`config.mk`:
```
export PLATFORM = sky130hd
export DESIGN_NAME = ptb_periodic_tick_unit
export DESIGN_NICKNAME = d
export VERILOG_FILES = /design/src/core/ptb_periodic_tick_unit.v
export VERILOG_INCLUDE_DIRS = /design/src /design/src/core
export SDC_FILE = /design/constraint.sdc
export NUM_CORES = 1
export LEC_CHECK = 0
export BUFFER_PORTS_ARGS = -buffer_cell sky130_fd_sc_hd__buf_4
export CAP_MARGIN = 20
export CORE_MARGIN = 2
export CORE_UTILIZATION = 35
export CTS_CLUSTER_SIZE = 28
export DETAILED_ROUTE_END_ITERATION = 10
export MAX_ROUTING_LAYER = met4
export PLACE_DENSITY_LB_ADDON = 0.25
export REMOVE_ABC_BUFFERS = 1
export SETUP_SLACK_MARGIN = 0.05
export SLEW_MARGIN = 20
export SYNTH_ARGS = -nofsm -noshare
export SYNTH_HDL_FRONTEND = slang
export SYNTH_SLANG_ARGS = --single-unit
```
`constraint.sdc`:
```
create_clock -name aclk -period 3.1 [get_ports aclk]
set_clock_uncertainty 0.05 [all_clocks]
set_input_delay 0.31 -clock aclk [delete_from_list [all_inputs] [get_ports aclk]]
set_output_delay 0.31 -clock aclk [all_outputs]
set_load 0.005 [all_outputs]
```
`src/core/ptb_defines.vh`:
```
// Purpose: Constants for the periodic tick unit
// Assumes: Included by the design file and the testbench
// Notes: Byte offsets on a 32-bit AXI4-Lite slave
`ifndef PTB_DEFINES_VH
`define PTB_DEFINES_VH

// ==========================================================
// Register map
`define PTB_ADDR_W 4
`define PTB_OFF_CTRL 4'h0
`define PTB_OFF_STAT 4'h4
`define PTB_OFF_MASK 4'h8

// ==========================================================
// Control register fields, then the status and mask bit
`define PTB_BIT_EN 1
`define PTB_BIT_IE 2
`define PTB_BIT_ACK 3
`define PTB_RATE_LO 4
`define PTB_RATE_HI 6
`define PTB_BIT_FLAG 7
`define PTB_BIT_STAT 0

// ==========================================================
// Reset values
`define PTB_RST_CTRL 8'h00
`define PTB_RST_MASK 1'b1

// ==========================================================
// Divider taps (bit whose rise marks rollover)
`define PTB_TAP_0 4'hE
`define PTB_TAP_1 4'hC
`define PTB_TAP_2 4'hA
`define PTB_TAP_3 4'h6
`define PTB_TAP_4 4'h5
`define PTB_TAP_5 4'h4
`define PTB_TAP_6 4'h3
`define PTB_TAP_7 4'h2

// ==========================================================
// Bus answers and clocks
`define PTB_RESP_OKAY 2'h0
`define PTB_RESP_SLVERR 2'h2
`define PTB_XTAL_HZ 32768
`define PTB_ACLK_HZ 20000000

`endif

```
`src/core/ptb_periodic_tick_unit.v`:
```
// Purpose: Periodic wake-up tick and interrupt from a crystal divider
// Assumes: crystal_ref_clock far slower than aclk, sampled as a pin
// Notes: Single clock domain; crystal edges become enable pulses
//
// Contract
// - Fifteen-stage divider, eight selectable rollover taps
// - Divider advances on rising crystal reference clock edges
// - Enable cleared holds divider at zero
// - Counting starts once enable is set
// - Tap rollover sets pending flag; not writable
// - Flag plus interrupt enable raises request; the code also needs the mask register bit set
// - First flag at half period, then full
// - Rate field picks divider 32768 down to 8
// - Acknowledge write-only, reads zero, one clears
// - Reset clears enable and interrupt enable
// - Wait mode: counts, register not accessible
// - Stop mode counts only when oscillator kept
// - Stop without oscillator idles; register inaccessible
//
// Our own choices: the register addresses and the AXI4-Lite slave port.
`include "ptb_defines.vh"

module ptb_periodic_tick_unit #(
  parameter CNT_W = 15
) (
  // Clock and reset
  input wire aclk,
  input wire aresetn,
  // Crystal and power modes
  input wire crystal_ref_clock,
  input wire wait_mode,
  input wire stop_mode,
  input wire osc_run_in_stop,
  // AXI4-Lite write address
  input wire [`PTB_ADDR_W-1:0] s_axi_awaddr,
  input wire [2:0] s_axi_awprot,
  input wire s_axi_awvalid,
  output reg s_axi_awready,
  // AXI4-Lite write data
  input wire [31:0] s_axi_wdata,
  input wire [3:0] s_axi_wstrb,
  input wire s_axi_wvalid,
  output reg s_axi_wready,
  // AXI4-Lite write response
  output reg [1:0] s_axi_bresp,
  output reg s_axi_bvalid,
  input wire s_axi_bready,
  // AXI4-Lite read address
  input wire [`PTB_ADDR_W-1:0] s_axi_araddr,
  input wire [2:0] s_axi_arprot,
  input wire s_axi_arvalid,
  output reg s_axi_arready,
  // AXI4-Lite read data
  output reg [31:0] s_axi_rdata,
  output reg [1:0] s_axi_rresp,
  output reg s_axi_rvalid,
  input wire s_axi_rready,
  // Interrupt
  output reg irq
);

  // ==========================================================
  // Tap decode
  function [3:0] tap_of;
    input [2:0] sel;
    begin
      case (sel)
        3'h0: tap_of = `PTB_TAP_0;
        3'h1: tap_of = `PTB_TAP_1;
        3'h2: tap_of = `PTB_TAP_2;
        3'h3: tap_of = `PTB_TAP_3;
        3'h4: tap_of = `PTB_TAP_4;
        3'h5: tap_of = `PTB_TAP_5;
        3'h6: tap_of = `PTB_TAP_6;
        default: tap_of = `PTB_TAP_7;
      endcase
    end
  endfunction

  // ==========================================================
  // Address decode, shared by the write and read paths
  function reg_mapped;
    input [`PTB_ADDR_W-1:0] addr;
    begin
      reg_mapped = (addr == `PTB_OFF_CTRL) | (addr == `PTB_OFF_STAT) |
                   (addr == `PTB_OFF_MASK);
    end
  endfunction

  // ==========================================================
  // State
  reg tick_enable_reg;
  reg tick_irq_enable_reg;
  reg [2:0] tick_rate_select_reg;
  reg tick_pending_flag_reg;
  reg irq_mask_reg;
  reg [CNT_W-1:0] cnt_reg;
  reg xs1_reg;
  reg xs2_reg;
  reg xs3_reg;
  reg aw_got_reg;
  reg w_got_reg;
  reg [`PTB_ADDR_W-1:0] awaddr_reg;
  reg [31:0] wdata_reg;
  reg [3:0] wstrb_reg;

  // ==========================================================
  // Crystal edge as an enable pulse
  // Two flops first: the crystal is asynchronous to aclk
  // Third flop only remembers the last level for edge detection
  always @(posedge aclk) begin
    if (!aresetn) begin
      xs1_reg <= 1'b0;
      xs2_reg <= 1'b0;
      xs3_reg <= 1'b0;
    end else begin
      xs1_reg <= crystal_ref_clock;
      xs2_reg <= xs1_reg;
      xs3_reg <= xs2_reg;
    end
  end

  wire xtal_edge = xs2_reg & ~xs3_reg;
  // Stop without the oscillator freezes the chain
  wire osc_alive = ~stop_mode | osc_run_in_stop;
  wire advance = xtal_edge & tick_enable_reg & osc_alive;
  wire [CNT_W-1:0] cnt_inc = cnt_reg + {{(CNT_W-1){1'b0}}, 1'b1};
  wire [CNT_W-1:0] rise_bits = cnt_inc & ~cnt_reg;
  // Tap bit rises after half its period first, then every period
  // Rate changes while enabled can miss or double a tick
  wire tick_set = advance &
    rise_bits[tap_of(tick_rate_select_reg)];

  always @(posedge aclk) begin
    if (!aresetn) begin
      cnt_reg <= {CNT_W{1'b0}};
    end else if (!tick_enable_reg) begin
      cnt_reg <= {CNT_W{1'b0}};
    end else if (advance) begin
      cnt_reg <= cnt_inc;
    end
  end

  // ==========================================================
  // Register bus
  // Low-power modes lock software out; bus still answers
  wire bus_open = ~wait_mode & ~stop_mode;
  wire aw_hs = s_axi_awvalid & s_axi_awready;
  wire w_hs = s_axi_wvalid & s_axi_wready;
  wire aw_have = aw_got_reg | aw_hs;
  wire w_have = w_got_reg | w_hs;
  wire [`PTB_ADDR_W-1:0] wa = aw_hs ? s_axi_awaddr : awaddr_reg;
  wire [31:0] wd = w_hs ? s_axi_wdata : wdata_reg;
  wire [3:0] ws = w_hs ? s_axi_wstrb : wstrb_reg;
  wire do_write = aw_have & w_have & ~s_axi_bvalid;
  // Protection bits and upper strobe lanes carry no meaning here
  wire wr_ok = do_write & bus_open & ws[0];
  wire wr_ctrl = wr_ok & (wa == `PTB_OFF_CTRL);
  wire wr_stat = wr_ok & (wa == `PTB_OFF_STAT);
  wire wr_mask = wr_ok & (wa == `PTB_OFF_MASK);
  wire wa_mapped = reg_mapped(wa);
  wire flag_clr = (wr_ctrl & wd[`PTB_BIT_ACK]) |
                  (wr_stat & wd[`PTB_BIT_STAT]);

  // ==========================================================
  // Write handshake
  // Hold what arrived first until its partner channel shows up
  always @(posedge aclk) begin
    if (!aresetn) begin
      awaddr_reg <= {`PTB_ADDR_W{1'b0}};
      wdata_reg <= 32'h00000000;
      wstrb_reg <= 4'h0;
    end else begin
      if (aw_hs) begin
        awaddr_reg <= s_axi_awaddr;
      end
      if (w_hs) begin
        wdata_reg <= s_axi_wdata;
        wstrb_reg <= s_axi_wstrb;
      end
    end
  end

  always @(posedge aclk) begin
    if (!aresetn) begin
      s_axi_awready <= 1'b1;
      s_axi_wready <= 1'b1;
      s_axi_bvalid <= 1'b0;
      s_axi_bresp <= `PTB_RESP_OKAY;
      aw_got_reg <= 1'b0;
      w_got_reg <= 1'b0;
    end else begin
      if (do_write) begin
        aw_got_reg <= 1'b0;
        w_got_reg <= 1'b0;
        s_axi_awready <= 1'b0;
        s_axi_wready <= 1'b0;
        s_axi_bvalid <= 1'b1;
        s_axi_bresp <= wa_mapped ? `PTB_RESP_OKAY : `PTB_RESP_SLVERR;
      end else begin
        if (aw_hs) begin
          aw_got_reg <= 1'b1;
          s_axi_awready <= 1'b0;
        end
        if (w_hs) begin
          w_got_reg <= 1'b1;
          s_axi_wready <= 1'b0;
        end
        if (s_axi_bvalid && s_axi_bready) begin
          s_axi_bvalid <= 1'b0;
          s_axi_awready <= 1'b1;
          s_axi_wready <= 1'b1;
        end
      end
    end
  end

  // ==========================================================
  // Control, flag and mask
  // Reset image of the control byte, taken apart per field
  wire [7:0] rst_ctrl = `PTB_RST_CTRL;

  always @(posedge aclk) begin
    if (!aresetn) begin
      tick_enable_reg <= rst_ctrl[`PTB_BIT_EN];
      tick_irq_enable_reg <= rst_ctrl[`PTB_BIT_IE];
      tick_rate_select_reg <= rst_ctrl[`PTB_RATE_HI:`PTB_RATE_LO];
    end else if (wr_ctrl) begin
      tick_enable_reg <= wd[`PTB_BIT_EN];
      tick_irq_enable_reg <= wd[`PTB_BIT_IE];
      tick_rate_select_reg <= wd[`PTB_RATE_HI:`PTB_RATE_LO];
    end
  end

  // Set beats clear in the same cycle, so no tick is lost to a clear
  always @(posedge aclk) begin
    if (!aresetn) begin
      tick_pending_flag_reg <= 1'b0;
    end else begin
      tick_pending_flag_reg <= tick_set |
        (tick_pending_flag_reg & ~flag_clr);
    end
  end

  always @(posedge aclk) begin
    if (!aresetn) begin
      irq_mask_reg <= `PTB_RST_MASK;
    end else if (wr_mask) begin
      irq_mask_reg <= wd[`PTB_BIT_STAT];
    end
  end

  // Registered for a clean pin; follows the flag one cycle late
  always @(posedge aclk) begin
    if (!aresetn) begin
      irq <= 1'b0;
    end else begin
      irq <= tick_pending_flag_reg & tick_irq_enable_reg &
             irq_mask_reg;
    end
  end

  // ==========================================================
  // Read path
  reg [31:0] rd_val;
  wire rd_hit = reg_mapped(s_axi_araddr);
  always @* begin
    rd_val = 32'h00000000;
    case (s_axi_araddr)
      `PTB_OFF_CTRL: begin
        rd_val[`PTB_BIT_FLAG] = tick_pending_flag_reg;
        rd_val[`PTB_RATE_HI:`PTB_RATE_LO] = tick_rate_select_reg;
        rd_val[`PTB_BIT_IE] = tick_irq_enable_reg;
        rd_val[`PTB_BIT_EN] = tick_enable_reg;
      end
      `PTB_OFF_STAT: rd_val[`PTB_BIT_STAT] = tick_pending_flag_reg;
      `PTB_OFF_MASK: rd_val[`PTB_BIT_STAT] = irq_mask_reg;
      default: rd_val = 32'h00000000;
    endcase
    if (!bus_open) begin
      rd_val = 32'h00000000;
    end
  end

  // One read in flight; arready returns with the R handshake
  always @(posedge aclk) begin
    if (!aresetn) begin
      s_axi_arready <= 1'b1;
      s_axi_rvalid <= 1'b0;
      s_axi_rdata <= 32'h00000000;
      s_axi_rresp <= `PTB_RESP_OKAY;
    end else if (s_axi_arvalid && s_axi_arready) begin
      s_axi_arready <= 1'b0;
      s_axi_rvalid <= 1'b1;
      s_axi_rdata <= rd_val;
      s_axi_rresp <= rd_hit ? `PTB_RESP_OKAY : `PTB_RESP_SLVERR;
    end else if (s_axi_rvalid && s_axi_rready) begin
      s_axi_rvalid <= 1'b0;
      s_axi_arready <= 1'b1;
    end
  end

endmodule

```
# Yosys cells after proc, flatten, opt, wreduce, memory -nomap -nowiden
# Index checks and enable logic that the tools add are counted.
# totals
ff_bits,81
latch_bits,0
mem_bits_rw,0
rom_bits,0
memories,0
# classes
addsub,1
multipliers,0
n_div,0
n_lt_le_gt_ge,1
eq_ne,10
shift,0
n_mux,24
bitwise_logic,36
n_reduce_logical,12
# ops
op,count
$pmux W4 S7,1
$and A1 B1 Y1,19
$add A15 B1 Y15 const B,1
$and A15 B15 Y15,1
$not A15 Y15,1
$mux W1,14
$eq A3 B3 Y1 const B,3
$or A1 B1 Y1,9
$eq A4 B3 Y1 const B,2
$eq A4 B4 Y1 const B,2
$logic_not A4 Y1,2
$mux W4,2
$mux W8,1
$mux W7,1
$eq A3 B2 Y1 const B,2
$mux W2,3
$not A1 Y1,6
$reduce_bool A3 Y1,2
$lt A4 B5 Y1 const B,1
$bmux W1 S4,1
$reduce_bool A2 Y1,2
$eq A3 B1 Y1 const B,1
$logic_and A1 B1 Y1,3
$logic_not A3 Y1,1
3 further kinds,3

# Depth between registers and ports, before layout
# Gate-level depths: netlist of the first run.
# logic_depth
ltp_word,12
ltp_mapped,8
ltp_nobuf,8

# Worst setup path after synthesis of the first run
# No wires, ideal clock.
# synth_timing
kind,reg-to-reg
from,reg cnt_reg[0]
to,reg tick_pending_flag_reg
setup_ps,116
arrival_time_ps,2008
required_ps,2934
slack_ps,926
path_stages_with_launch,9
n_path_buf,0
synth_period_minus_slack_ps,2174
cell_sequence,dfxtp_1 ha_1 and3_1 nand3_1 nor4_1 ha_1 mux4_2 mux2_2 a31o_2
# synth_between
elab_chain_cells,6
# synth_rtl
element,line,rtl
from (decl),ptb_periodic_tick_unit.v:97,reg [CNT_W-1:0] cnt_reg;
from (signal assigned),ptb_periodic_tick_unit.v:136,cnt_reg <= {CNT_W{1'b0}};
from (signal assigned),ptb_periodic_tick_unit.v:138,cnt_reg <= {CNT_W{1'b0}};
from (signal assigned),ptb_periodic_tick_unit.v:140,cnt_reg <= cnt_inc;
$add A15 B1 Y15 or $not A15 Y15 (tied branches),"ptb_periodic_tick_unit.v:127, ptb_periodic_tick_unit.v:128",
$and A15 B15 Y15 *,ptb_periodic_tick_unit.v:128,wire [CNT_W-1:0] rise_bits = cnt_inc & ~cnt_reg;
$bmux W1 S4 *,ptb_periodic_tick_unit.v:132,rise_bits[tap_of(tick_rate_select_reg)];
$mux W1 (not written as such) *,ptb_periodic_tick_unit.v:132,
$and A1 B1 Y1 *,ptb_periodic_tick_unit.v:131,wire tick_set = advance &
$or A1 B1 Y1 *,ptb_periodic_tick_unit.v:240,tick_pending_flag_reg <= tick_set |
to (signal assigned),ptb_periodic_tick_unit.v:240,
to (decl),ptb_periodic_tick_unit.v:95,reg tick_pending_flag_reg;
# Every way passes the cells marked *; elsewhere a longest branch is shown, timed or not. The select of a mux whose other input is x is not followed.
# A chain may end at the register's enable or synchronous reset.

# Final worst setup path of the first run
# Same ends and word-level chain as after synthesis.

==> results of run 1 <==
power breakdown:
| part | internal (mW) | total, mW | switching (mW) |
|---|---|---|---|
| clock network | 0.162 | 0.407 | 0.245 |
| registers | 0.717 | 0.731 | 0.0146 |
| logic | 0.0658 | 0.129 | 0.0636 |
Yosys cell counts, types with 7 or more instances:
| cell type | instances |
|---|---|
| sky130_fd_sc_hd__mux2i_1 | 8 |
| sky130_fd_sc_hd__a22oi_1 | 7 |
| sky130_fd_sc_hd__a211oi_1 | 14 |
| sky130_fd_sc_hd__nor2b_1 | 11 |
| sky130_fd_sc_hd__inv_1 | 17 |
| sky130_fd_sc_hd__dfxtp_1 | 54 |
| sky130_fd_sc_hd__nand2_1 | 16 |
| sky130_fd_sc_hd__nand3_1 | 10 |
| sky130_fd_sc_hd__a21boi_0 | 9 |
| sky130_fd_sc_hd__clkbuf_1 | 7 |
| sky130_fd_sc_hd__ha_1 | 15 |
| sky130_fd_sc_hd__and2_1 | 8 |
| sky130_fd_sc_hd__buf_4 | 27 |
| sky130_fd_sc_hd__nor2_1 | 23 |
area by class of cell:
| class | count | area [µm²] |
|---|---|---|
| multi-input combinational | 200 | 1326 |
| timing repair buffer | 42 | 315.3 |
| clock inverter | 3 | 23.77 |
| fill | 750 | 4212 |
| inverter | 17 | 63.81 |
| sequential | 54 | 1081 |
| tap | 99 | 123.9 |
| clock buffer | 5 | 68.82 |
kinds of logic after synthesis:
| group | count (synthesis) | share of synthesized area, % |
|---|---|---|
| simple gates | 97 | 19.35 |
| xor+xnor | 1 | 0.3361 |
| buf+inv | 53 | 11.57 |
| flops | 54 | 41.48 |
| mux | 16 | 7.825 |
| fa+ha+maj | 15 | 7.201 |
| other cells | 1 | 0.1439 |
| compound gates | 44 | 12.10 |
routing by layer:
metal	global-route usage [%]	share of wire (%)	routed length, µm
met3	2.838	4.4	214
met1	14.97	47	2277
met5	-	0	0
met4	4.231	1.2	60
met2	20.68	47	2265
how the worst max path moves through the flow:
stage | endpoint | slack, ps | start
final | tick_pending_flag_reg | 780 | cnt_reg[0]
after detailed placement | tick_pending_flag_reg | 760 | cnt_reg[0]
after global routing | tick_pending_flag_reg | 640 | cnt_reg[0]
after floorplan | cnt_reg[10] | 630 | stop_mode
after CTS | tick_pending_flag_reg | 760 | cnt_reg[0]
after global placement | tick_pending_flag_reg | 750 | cnt_reg[0]
placed cells by master (no fill, tap or decap), types with 2 or more instances in the layout:
cell / count
sky130_fd_sc_hd__nand2b_1: 6
sky130_fd_sc_hd__nand2_1: 16
sky130_fd_sc_hd__a21oi_1: 2
sky130_fd_sc_hd__nor2_1: 23
sky130_fd_sc_hd__and2_1: 8
sky130_fd_sc_hd__ha_1: 15
sky130_fd_sc_hd__a22oi_1: 7
sky130_fd_sc_hd__mux2i_1: 8
sky130_fd_sc_hd__nor2b_1: 11
sky130_fd_sc_hd__buf_4: 42
sky130_fd_sc_hd__a211oi_1: 14
sky130_fd_sc_hd__clkbuf_8: 5
sky130_fd_sc_hd__nor3b_1: 3
sky130_fd_sc_hd__o21ai_0: 6
sky130_fd_sc_hd__inv_1: 17
sky130_fd_sc_hd__dfxtp_1: 54
sky130_fd_sc_hd__nor4_1: 4
sky130_fd_sc_hd__conb_1: 27
sky130_fd_sc_hd__nand4_1: 2
sky130_fd_sc_hd__mux2_2: 5
sky130_fd_sc_hd__and3_1: 3
sky130_fd_sc_hd__nor3_1: 4
sky130_fd_sc_hd__a21boi_0: 9
sky130_fd_sc_hd__clkinvlp_4: 2
sky130_fd_sc_hd__mux4_2: 3
sky130_fd_sc_hd__nand3_1: 10
stage by stage:
step	total power, mW	instances	setup WS, ps	hold slack [ps]	utilization, %
global placement	0.8755	412	753.8	370.0	40.34
finish	1.268	420	784.0	159.8	41.62
detailed placement	0.8783	412	760.5	377.1	40.34
CTS	1.286	420	759.0	152.2	41.62
floorplan	0.8133	271	628.9	331.8	-
global route	1.326	420	637.0	150.2	41.62
worst register-to-register path: cells and delay by family (launching register included):
| family | cells | cell delay [ps] |
|---|---|---|
| DFF | 1 | 360 |
| muxes | 2 | 720 |
| adders and majority gates | 2 | 400 |
| and+or+nand+nor | 3 | 470 |
| AOI/OAI and AO/OA | 1 | 240 |
==> summary.md, run 1 <==
After layout, the worst path uses 74.71% of the clock period. The critical path goes through ha_1 > and3_1 > nand3_1 > nor4_1 > ha_1 > mux4_2 > mux2_2 > a31o_2. The total of buffers placed on input and output ports came out at 41.

Based on the critical path, the design can be clocked at up to 431.8 MHz. The first global-routing pass estimated 8183 µm of wire. After floorplanning, the core was divided into 31 placement rows.

The total count of max-transition violations in the final report is 0. The most used flip-flop cell after synthesis was sky130_fd_sc_hd__dfxtp_1. The number of max-cap violations was 0.

The logs give 0.7367 for the placer congestion estimate and 0 for the number of remaining DRC errors. Subtracting the final worst setup slack from the clock period gives 2316 ps. The register with the most flip-flops in the layout has 15 of them.

The destination of the worst register-to-register timing path was tick_pending_flag_reg. After routing the design area is 3003 µm². The chip height was 90.29 µm. The critical path's largest stage delay was 440 ps; the reg-to-reg setup timing slack was 780 ps. The run finished with clean final reports. Root buffer cell: sky130_fd_sc_hd__clkbuf_8.

Measured against its own limit, the worst slew margin works out to 52.79%. Global routing finished with a remaining overflow of 0. Yosys attributes the largest share of cell area to sky130_fd_sc_hd__dfxtp_1 41%, sky130_fd_sc_hd__buf_4 7.8%, sky130_fd_sc_hd__ha_1 7.2%. The largest driver fanout on the critical path came out at 5. The number of post-CTS setup repair buffers was 0; the static leakage was 1.206 nW. In this run the worst hold path is classified as in -> reg.

After detailed routing, the average wire length per cell comes to 11.47 µm. Post-CTS repair changed the size of 0 cells. After detailed routing, the total wire length is 4818 µm. Compared with the post-synthesis result, the final layout area differs by 15.22%. The initial core utilization was 36.13%.

The critical path contains buffers and inverters numbering 0 combined. The kind of cell with the highest combined delay along the critical path is multiplexers. The post-route netlist has 20.25% of its cells at a drive strength greater than 1.

The data arrival time at the worst-slack endpoint was 2490 ps. After technology mapping, the gate count stands at 281. Cell repeated most along the worst path: sky130_fd_sc_hd__ha_1. The async set-reset flop share out of synthesis came out at 0%. The tools report the count of clock tree sinks as 54.

TritonCTS built the clock tree. The run gives 396 as the number of nets at the end of the flow. The number of setup violations in the final report is 0. The mean cell area of the mapped netlist was 9.275 µm²; the number of warning messages in the yosys log was 0. Summing the sequential cell areas from Yosys gives 41.48% of the chip area. The number of clock buffers added by TritonCTS is 5.

The placed wire-length estimate is 3553 µm, and the clock-pin transition on the worst setup and hold timing paths is 110 ps. The critical path class was reg -> reg. Once placement finished, the instance area stood at 2910 µm².

The path length in cells of the critical path was 8; the count of antenna-violating nets left after detailed routing was 0. The number of endpoints with negative hold slack in the final report is 0, and the floorplan die width is 90.29 µm. Across every metal layer, demand over resource in global routing totals 12.45%.

The pre-antenna-repair detailed-routing pass consisted of 4 iterations. For the via count, the log shows 1,931. Power spread over the standard cell area amounts to 422.2 nW/µm².

Counting distinct cell types in the post-synthesis netlist gives 40. Counting instances, the worst hold path has a depth of 2. Kind of end point of the critical path: a register. The longest clock path from root to sink contains 2 buffers. Summed over all failing endpoints, the final setup total negative slack is 0 ps. The logs give 78 for the number of DRC markers after the initial detailed-route iteration and 0 for the hold buffer count at cts. The total area inside the core boundary comes to 7214 µm². The standard cell with the maximum stage delay on the critical path is sky130_fd_sc_hd__mux4_2.

In this run the most critical hold path is launched from crystal_ref_clock. The number of synthesized flops with an enable pin works out to 0. Using the TritonRoute via totals, the vias-per-cell ratio works out to 4.598.

Data on the critical path is required at its endpoint by 3270 ps. The number of antenna violations at the first check in global routing came out at 0. The run gives 310 ps as the latest clock arrival within the worst-skew pair. Area share of the largest cell type after synthesis: 41.48%. For hold timing, the worst endpoint is xs1_reg.

The post-synthesis cell area was 2606 µm²; the flip-flop and latch count after synthesis was 54. Setup repair after global routing left no endpoint under its margin. 0 antenna diodes ended up in the layout.

The slew at the pin closest to its max-slew limit was 706.6 ps; the number of global-route vias before repair was 1,818. The pin count of the biggest net entering global routing is 39. The startpoint identified for the worst register-to-register timing path is cnt_reg[0]. Of all cell types, the one taking the most synthesized area is sky130_fd_sc_hd__dfxtp_1. For this design the top-level I/O count stands at 103. The area of the die was 8152 µm²; the deepest level of the CTS H-tree was 2. The sort of element at the start of the critical path is a register.

The worst voltage drop across the vdd grid is 204.5 µV, and the number of cells on the worst reg-to-reg path is 8.
Power figures use the tool's default switching activity.
==> run 2, diff against run 1 <==
==> constraint.sdc (replaced) <==
create_clock -name aclk -period 2.4 [get_ports aclk]
set_clock_uncertainty 0.05 [all_clocks]
set_input_delay 0.24 -clock aclk [delete_from_list [all_inputs] [get_ports aclk]]
set_output_delay 0.24 -clock aclk [all_outputs]
set_load 0.005 [all_outputs]
==> summary.md, run 2 (synthesis gave the netlist of run 1 again) <==
The initial core utilization was 36.13% (unchanged); the count of clock tree sinks was 54 (unchanged). The tools report the kind of end point of the critical path as a register (unchanged). Ratio of routed vias to standard cells: 4.473 (was 4.598). Power density normalized to cell area: 573.7 nW/µm² (was 422.2 nW/µm²).

The tools report the number of global-route vias before repair as 1,796 (was 1,818). For the worst voltage drop across the vdd grid, the log shows 253.3 µV (was 204.5 µV). Floorplan die width: 90.29 µm (unchanged).

The run gives 7214 µm² (unchanged) as the total core area. The layout cell share with drive strength beyond 1 was 22.09% (was 20.25%). The highest metal layer with signal wires was met4 (unchanged). Most used cells in the layout excluding fill and tap cells: 54 x sky130_fd_sc_hd__dfxtp_1, 47 x sky130_fd_sc_hd__buf_4, 27 x sky130_fd_sc_hd__conb_1, 23 x sky130_fd_sc_hd__nor2_1, 17 x sky130_fd_sc_hd__inv_1 (was 54 x sky130_fd_sc_hd__dfxtp_1, 42 x sky130_fd_sc_hd__buf_4, 27 x sky130_fd_sc_hd__conb_1, 23 x sky130_fd_sc_hd__nor2_1, 17 x sky130_fd_sc_hd__inv_1). The number of setup violations in the final report is 0 (unchanged).

Overall fraction of global-route tracks in use: 12.55% (was 12.45%). The chip height is 90.29 µm (unchanged), and the number of endpoints with negative hold slack in the final report is 0 (unchanged). The CTS buffer count is 5 (unchanged), and the number of cell rows is 31 (unchanged). The tools report the sort of element at the start of the critical path as a register (unchanged).

The mean routed wirelength per cell was 11.19 µm (was 11.47 µm). The logs give 454.2 MHz (was 431.8 MHz) for the maximum operating frequency and 0 (unchanged) for the number of post-CTS setup repair buffers. The pin count of the biggest net entering global routing was 39 (unchanged); the aggregate routed wire length was 4756 µm (was 4818 µm). The class of the tightest hold or removal check is in -> reg (unchanged).

The data arrival time at the worst-slack endpoint was 2370 ps (was 2490 ps). TritonCTS built the clock tree. The ratio of final minimum period to clock period is 91.73% (was 74.71%), and the static leakage is 1.252 nW (was 1.206 nW). The placer congestion estimate came out at 0.7182 (was 0.7367).

The total length of routed met3 wires was 263 µm (was 214 µm). The via count came out at 1,901 (was 1,931). Number of fillers in the final layout: 756 (was 750).

Setup repair after global routing left no endpoint under its margin. The area added between synthesis and finish was 18.15% (was 15.22%). The tools report the data required time of the critical path as 2570 ps (was 3270 ps).

The setup TNS came out at 0 ps (unchanged). The count of antenna-violating nets left after detailed routing is 0 (unchanged), and the number of DRC markers after the initial detailed-route iteration is 98 (was 78). The run gives 103 (unchanged) as the boundary pin count.

The number of remaining DRC errors was 0 (unchanged). The clock-pin transition on the worst setup and hold timing paths works out to 100 ps (was 110 ps). The largest driver fanout on the critical path was 5 (unchanged); the tightest slew margin relative to the limit was 60.35% (was 52.79%). The global-route wire length before repair was 8038 µm (was 8183 µm); the number of flip-flops in the largest register was 15 (unchanged).

The logs give 2 (unchanged) for the deepest level of the CTS H-tree and 0 (unchanged) for the number of max-cap violations. The total of buffers placed on input and output ports was 41 (unchanged); the number of antenna violations at the first check in global routing was 0 (unchanged). Commonest non-fill, non-tap cell in the layout: sky130_fd_sc_hd__dfxtp_1 (unchanged).

The routed metal-1 wire length was 2176 µm (was 2277 µm). The final period demand of the worst path is 2202 ps (was 2316 ps), and the placed wire-length estimate is 3549 µm (was 3553 µm). The tools report the total count of max-transition violations in the final report as 0 (unchanged). The latest clock arrival within the worst-skew pair came out at 320 ps (was 310 ps). The post-route total power was 1.766 mW (was 1.268 mW).

The tools report the diode insertion count for antenna repair as 0 (unchanged). The run finished with clean final reports. For the number of iterations in the first detailed-routing pass, the log shows 4 (unchanged). The clock tree buffer depth is 2 (unchanged). The root buffer cell is sky130_fd_sc_hd__clkbuf_8 (unchanged). The area of the die came out at 8152 µm² (unchanged). The slew at the pin closest to its max-slew limit was 593.3 ps (was 706.6 ps); the global route total overflow was 0 (unchanged).

The tools report the met2 layer wire length in the routed design as 2241 µm (was 2265 µm). The run gives 401 (was 396) as the number of nets at the end of the flow. The critical path class was reg -> reg (unchanged).
## run 2: cell types whose count changed in the layout (fill, tap and decap cells not counted)
cell                         delta
sky130_fd_sc_hd__clkinvlp_4     -2
sky130_fd_sc_hd__bufinv_16      +1
sky130_fd_sc_hd__nand3_1        -2
sky130_fd_sc_hd__clkbuf_8       +1
sky130_fd_sc_hd__nand3_2        +2
sky130_fd_sc_hd__buf_4          +5
## run 2: final timing paths
| check | from | endpoint | slack (ps) | depth (start not counted) |
|---|---|---|---|---|
| worst min-delay path | crystal_ref_clock | xs1_reg | 90 | 2 |
| worst max-delay path | cnt_reg[1] | tick_pending_flag_reg | 200 | 8 |
| worst max register to register | cnt_reg[1] | tick_pending_flag_reg | 200 | 8 |
| worst min register to register | xs1_reg | xs2_reg | 390 | 1 |
## run 2: worst max-delay path, stage by stage (launching register included)
cell and delay [ps]:
sky130_fd_sc_hd__dfxtp_1 340, sky130_fd_sc_hd__ha_1 200, sky130_fd_sc_hd__and3_1 210, sky130_fd_sc_hd__nand3_2 120, sky130_fd_sc_hd__nor4_1 80, sky130_fd_sc_hd__ha_1 180
sky130_fd_sc_hd__mux4_2 440, sky130_fd_sc_hd__mux2_2 270, sky130_fd_sc_hd__a31o_2 230
## run 2: power by group
part | switching [mW] | internal [mW]
Clock | 0.304 | 0.343
Sequential | 0.0160 | 0.926
Combinational | 0.0862 | 0.0916
Total | 0.406 | 1.36
## run 2: metrics by stage
| stage | cells | hold WS [ps] | util [%] | setup WS, ps | area [µm²] |
|---|---|---|---|---|---|
| 3_5_place_dp | 417 | 376.8 | 40.86 | 123.1 | 2948 |
| 2_1_floorplan | 271 | 261.8 | - | -1.108 | 2466 |
| 6_report | 425 | 89.49 | 42.68 | 198.4 | 3079 |
| 3_3_place_gp | 417 | 370.3 | 40.86 | 111.7 | 2948 |
| 4_1_cts | 425 | 80.84 | 42.54 | 127.2 | 3069 |
| 5_1_grt | 425 | 72.12 | 42.68 | 69.96 | 3079 |
## run 2: metal layers
metal	GRT usage [%]	up-vias
met4	4.231	0
met2	21.18	46
met5	-	-
li1	-	992
met1	13.75	854
met3	4.591	9
## run 2: area by class of cell
type                       count  area, µm²  area share (%)
clock buffer                   6      82.58           2.682
sequential                    54       1081           35.11
clock inverter                 2      38.79           1.260
inverter                      17      63.81           2.072
multi-input combinational    200       1336           43.40
tap                           99      123.9           4.023
timing repair buffer          47      352.8           11.46
## run 2: timing repair
action                                 CTS  global route
setup endpoints to repair                0             4
endpoints found under the hold margin    0             0
hold buffers                             0             0
gates resized for setup                  0             2
==> run 3, diff against run 2 <==
--- a/config.mk
+++ b/config.mk
@@ -6,16 +6,16 @@
 export SDC_FILE = /design/constraint.sdc
 export NUM_CORES = 1
 export LEC_CHECK = 0
-export BUFFER_PORTS_ARGS = -buffer_cell sky130_fd_sc_hd__buf_4
+export BUFFER_PORTS_ARGS = -buffer_cell sky130_fd_sc_hd__buf_2
 export CAP_MARGIN = 20
 export CORE_MARGIN = 2
 export CORE_UTILIZATION = 35
 export CTS_CLUSTER_SIZE = 28
 export DETAILED_ROUTE_END_ITERATION = 10
 export MAX_ROUTING_LAYER = met4
-export PLACE_DENSITY_LB_ADDON = 0.25
+export PLACE_DENSITY = 0.6
 export REMOVE_ABC_BUFFERS = 1
-export SETUP_SLACK_MARGIN = 0.05
+export SETUP_SLACK_MARGIN = 0.15
 export SLEW_MARGIN = 20
 export SYNTH_ARGS = -nofsm -noshare
 export SYNTH_HDL_FRONTEND = slang
==> summary.md, run 3 (synthesis gave the netlist of run 1 again) <==
The tools report the final cell count without fillers as 427 (was 425). Critical path, cell by cell: ha_1 > and3_4 > nand3_2 > nor4_1 > ha_1 > mux4_2 > mux2_2 > a31o_2 (was ha_1 > and3_1 > nand3_2 > nor4_1 > ha_1 > mux4_2 > mux2_2 > a31o_2). The hold buffer count at cts was 0 (unchanged); the latest clock arrival within the worst-skew pair was 300 ps (was 320 ps). The standard cell with the maximum stage delay on the critical path was sky130_fd_sc_hd__mux4_2 (unchanged). The logs give 1.600 mW (was 1.766 mW) for the post-route total power and 2 (unchanged) for the clock tree buffer depth. The layout cell share with drive strength beyond 1 works out to 22.87% (was 22.09%). The final period demand of the worst path was 2186 ps (was 2202 ps); the number of endpoints with negative hold slack in the final report was 0 (unchanged). Setup repair after global routing could not meet its margin everywhere.

The number of antenna violations at the first check in global routing was 0 (unchanged); the placer congestion estimate was 0.7577 (was 0.7182). The clock-pin transition on the worst setup and hold timing paths was 90 ps (was 100 ps). The global-route wire length before repair was 8266 µm (was 8038 µm); the routed metal-1 wire length was 2367 µm (was 2176 µm). Maximum operating frequency: 457.5 MHz (was 454.2 MHz).

The floorplan die width is 90.29 µm (unchanged), and the number of iterations in the first detailed-routing pass is 4 (unchanged). The run gives 97.39 ps (was 89.49 ps) as the hold slack. The tools report the total length of routed met3 wires as 215 µm (was 263 µm). The total core area was 7214 µm² (unchanged); the multi-input logic area was 1341 µm² (was 1336 µm²). For the worst voltage drop across the vdd grid, the log shows 186.8 µV (was 253.3 µV).

For the data required time of the critical path, the log shows 2550 ps (was 2570 ps). Total of buffers placed on input and output ports: 41 (unchanged). The count of antenna-violating nets left after detailed routing was 0 (unchanged). The commonest non-fill, non-tap cell in the layout is sky130_fd_sc_hd__dfxtp_1 (unchanged).

The area of the die was 8152 µm² (unchanged); the deepest level of the CTS H-tree was 2 (unchanged). The cell depth of the worst hold path was 2 (unchanged); the ratio of final minimum period to clock period was 91.08% (was 91.73%). The tools report the overall fraction of global-route tracks in use as 12.69% (was 12.55%).

The logs give 103 (unchanged) for the boundary pin count and 54 (unchanged) for the count of clock tree sinks. The number of max-cap violations was 0 (unchanged); the area added between synthesis and finish was 13.68% (was 18.15%). The number of setup violations in the final report is 0 (unchanged), and the static leakage is 1.217 nW (was 1.252 nW).

The number of remaining DRC errors is 0 (unchanged). Via count: 1,947 (was 1,901). The data arrival time at the worst-slack endpoint was 2340 ps (was 2370 ps).

The initial core utilization was 36.13% (unchanged); the area taken by flip-flops and latches was 1082 µm² (was 1081 µm²). The aggregate routed wire length is 4847 µm (was 4756 µm). The number of flip-flops in the largest register is 15 (unchanged), and the slew at the pin closest to its max-slew limit is 602.9 ps (was 593.3 ps). The mean routed wirelength per cell works out to 11.35 µm (was 11.19 µm). The logs give 2963 µm² (was 3079 µm²) for the post-route standard cell area excluding fillers and 31 (unchanged) for the number of cell rows. The tools report the source of the worst register-to-register timing path as cnt_reg[1] (unchanged). Diode insertion count for antenna repair: 0 (unchanged). Number of global-route vias before repair: 1,861 (was 1,796). The global route total overflow is 0 (unchanged), and the number of cells on the worst reg-to-reg path is 8 (unchanged). The root buffer cell is sky130_fd_sc_hd__clkbuf_8 (unchanged). The sort of element at the start of the critical path is a register (unchanged). The source of the worst hold timing path was crystal_ref_clock (unchanged). The ratio of routed vias to standard cells is 4.560 (was 4.473). TritonCTS built the clock tree. The post-detailed-placement cell area is 2853 µm² (was 2948 µm²), and the largest driver fanout on the critical path is 5 (unchanged).

The tools report the reg-to-reg setup timing slack as 210 ps (was 200 ps). The placed cell count is 418 (was 417), and the critical path's largest stage delay is 450 ps (was 440 ps). The highest metal layer with signal wires is met4 (unchanged).

The critical path class is reg -> reg (unchanged). The tools report the kind of end point of the critical path as a register (unchanged). Number of fillers in the final layout: 747 (was 756). The cell repeated most along the worst path is sky130_fd_sc_hd__ha_1 (unchanged).

For the core occupancy in the finished layout, the log shows 41.07% (was 42.68%). The critical path buffer and inverter count is 0 (unchanged), and the pin count of the biggest net entering global routing is 38 (was 39). Kind of cell adding the most delay to the critical path: multiplexers (unchanged). For the number of DRC markers after the initial detailed-route iteration, the log shows 69 (was 98). For the total count of max-transition violations in the final report, the log shows 0 (unchanged). The path length in cells of the critical path was 8 (unchanged); the power density normalized to cell area was 539.9 nW/µm² (was 573.7 nW/µm²). The flow ran to the end, and the final reports show no timing, DRC or antenna violations. Met2 layer wire length in the routed design: 2212 µm (was 2241 µm). The CTS buffer count is 5 (unchanged), and the chip height is 90.29 µm (unchanged). The tightest slew margin relative to the limit is 59.71% (was 60.35%). The worst setup path startpoint was cnt_reg[1] (unchanged).

For the placed wire-length estimate, the log shows 3611 µm (was 3549 µm). For the number of nets at the end of the flow, the log shows 403 (was 401). The class of the tightest hold or removal check was in -> reg (unchanged).

Most used cells in the layout excluding fill and tap cells: 53 x sky130_fd_sc_hd__dfxtp_1, 41 x sky130_fd_sc_hd__buf_2, 27 x sky130_fd_sc_hd__conb_1, 23 x sky130_fd_sc_hd__nor2_1, 17 x sky130_fd_sc_hd__inv_1 (was 54 x sky130_fd_sc_hd__dfxtp_1, 47 x sky130_fd_sc_hd__buf_4, 27 x sky130_fd_sc_hd__conb_1, 23 x sky130_fd_sc_hd__nor2_1, 17 x sky130_fd_sc_hd__inv_1).
[run 3: final timing paths]
kind                                         endpoint
worst min register to register                xs2_reg
worst min-delay path                          xs1_reg
worst max-delay path            tick_pending_flag_reg
worst max register to register  tick_pending_flag_reg
[run 3: layer usage]
layer / vias to the layer above / global-route usage (%)
met3: 5 / 2.671
met1: 890 / 15.69
met5: - / -
li1: 1005 / -
met2: 47 / 20.74
met4: 0 / 4.231
[run 3: stage by stage]
stage	setup TNS, ps	setup slack (ps)
4_1_cts	0	153.2
6_report	0	214.1
3_5_place_dp	0	91.23
2_1_floorplan	-15.51	-1.108
5_1_grt	0	122.3
3_3_place_gp	0	79.50
[run 3: final cells by class]
class / instances / share of cell area, %
Clock inverter: 2 / 0.4645
Timing Repair Buffer: 49 / 8.953
Inverter: 17 / 2.154
Multi-Input combinational cell: 200 / 45.27
Sequential cell: 54 / 36.53
Clock buffer: 6 / 2.449
Tap cell: 99 / 4.181
[run 3: power by group]
part           total [mW]  switching [mW]  leakage [nW]  internal [mW]
Clock               0.496           0.290        0.0452          0.207
Sequential          0.941          0.0157         0.440          0.925
Combinational       0.162          0.0871         0.732         0.0751
Total                1.60           0.392          1.22           1.21
[run 3: repair_timing]
item	CTS	global route
hold endpoints to repair	0	0
setup endpoints to repair	1	4
cloned	0	0
gates resized for setup	1	3
buffers inserted	0	1
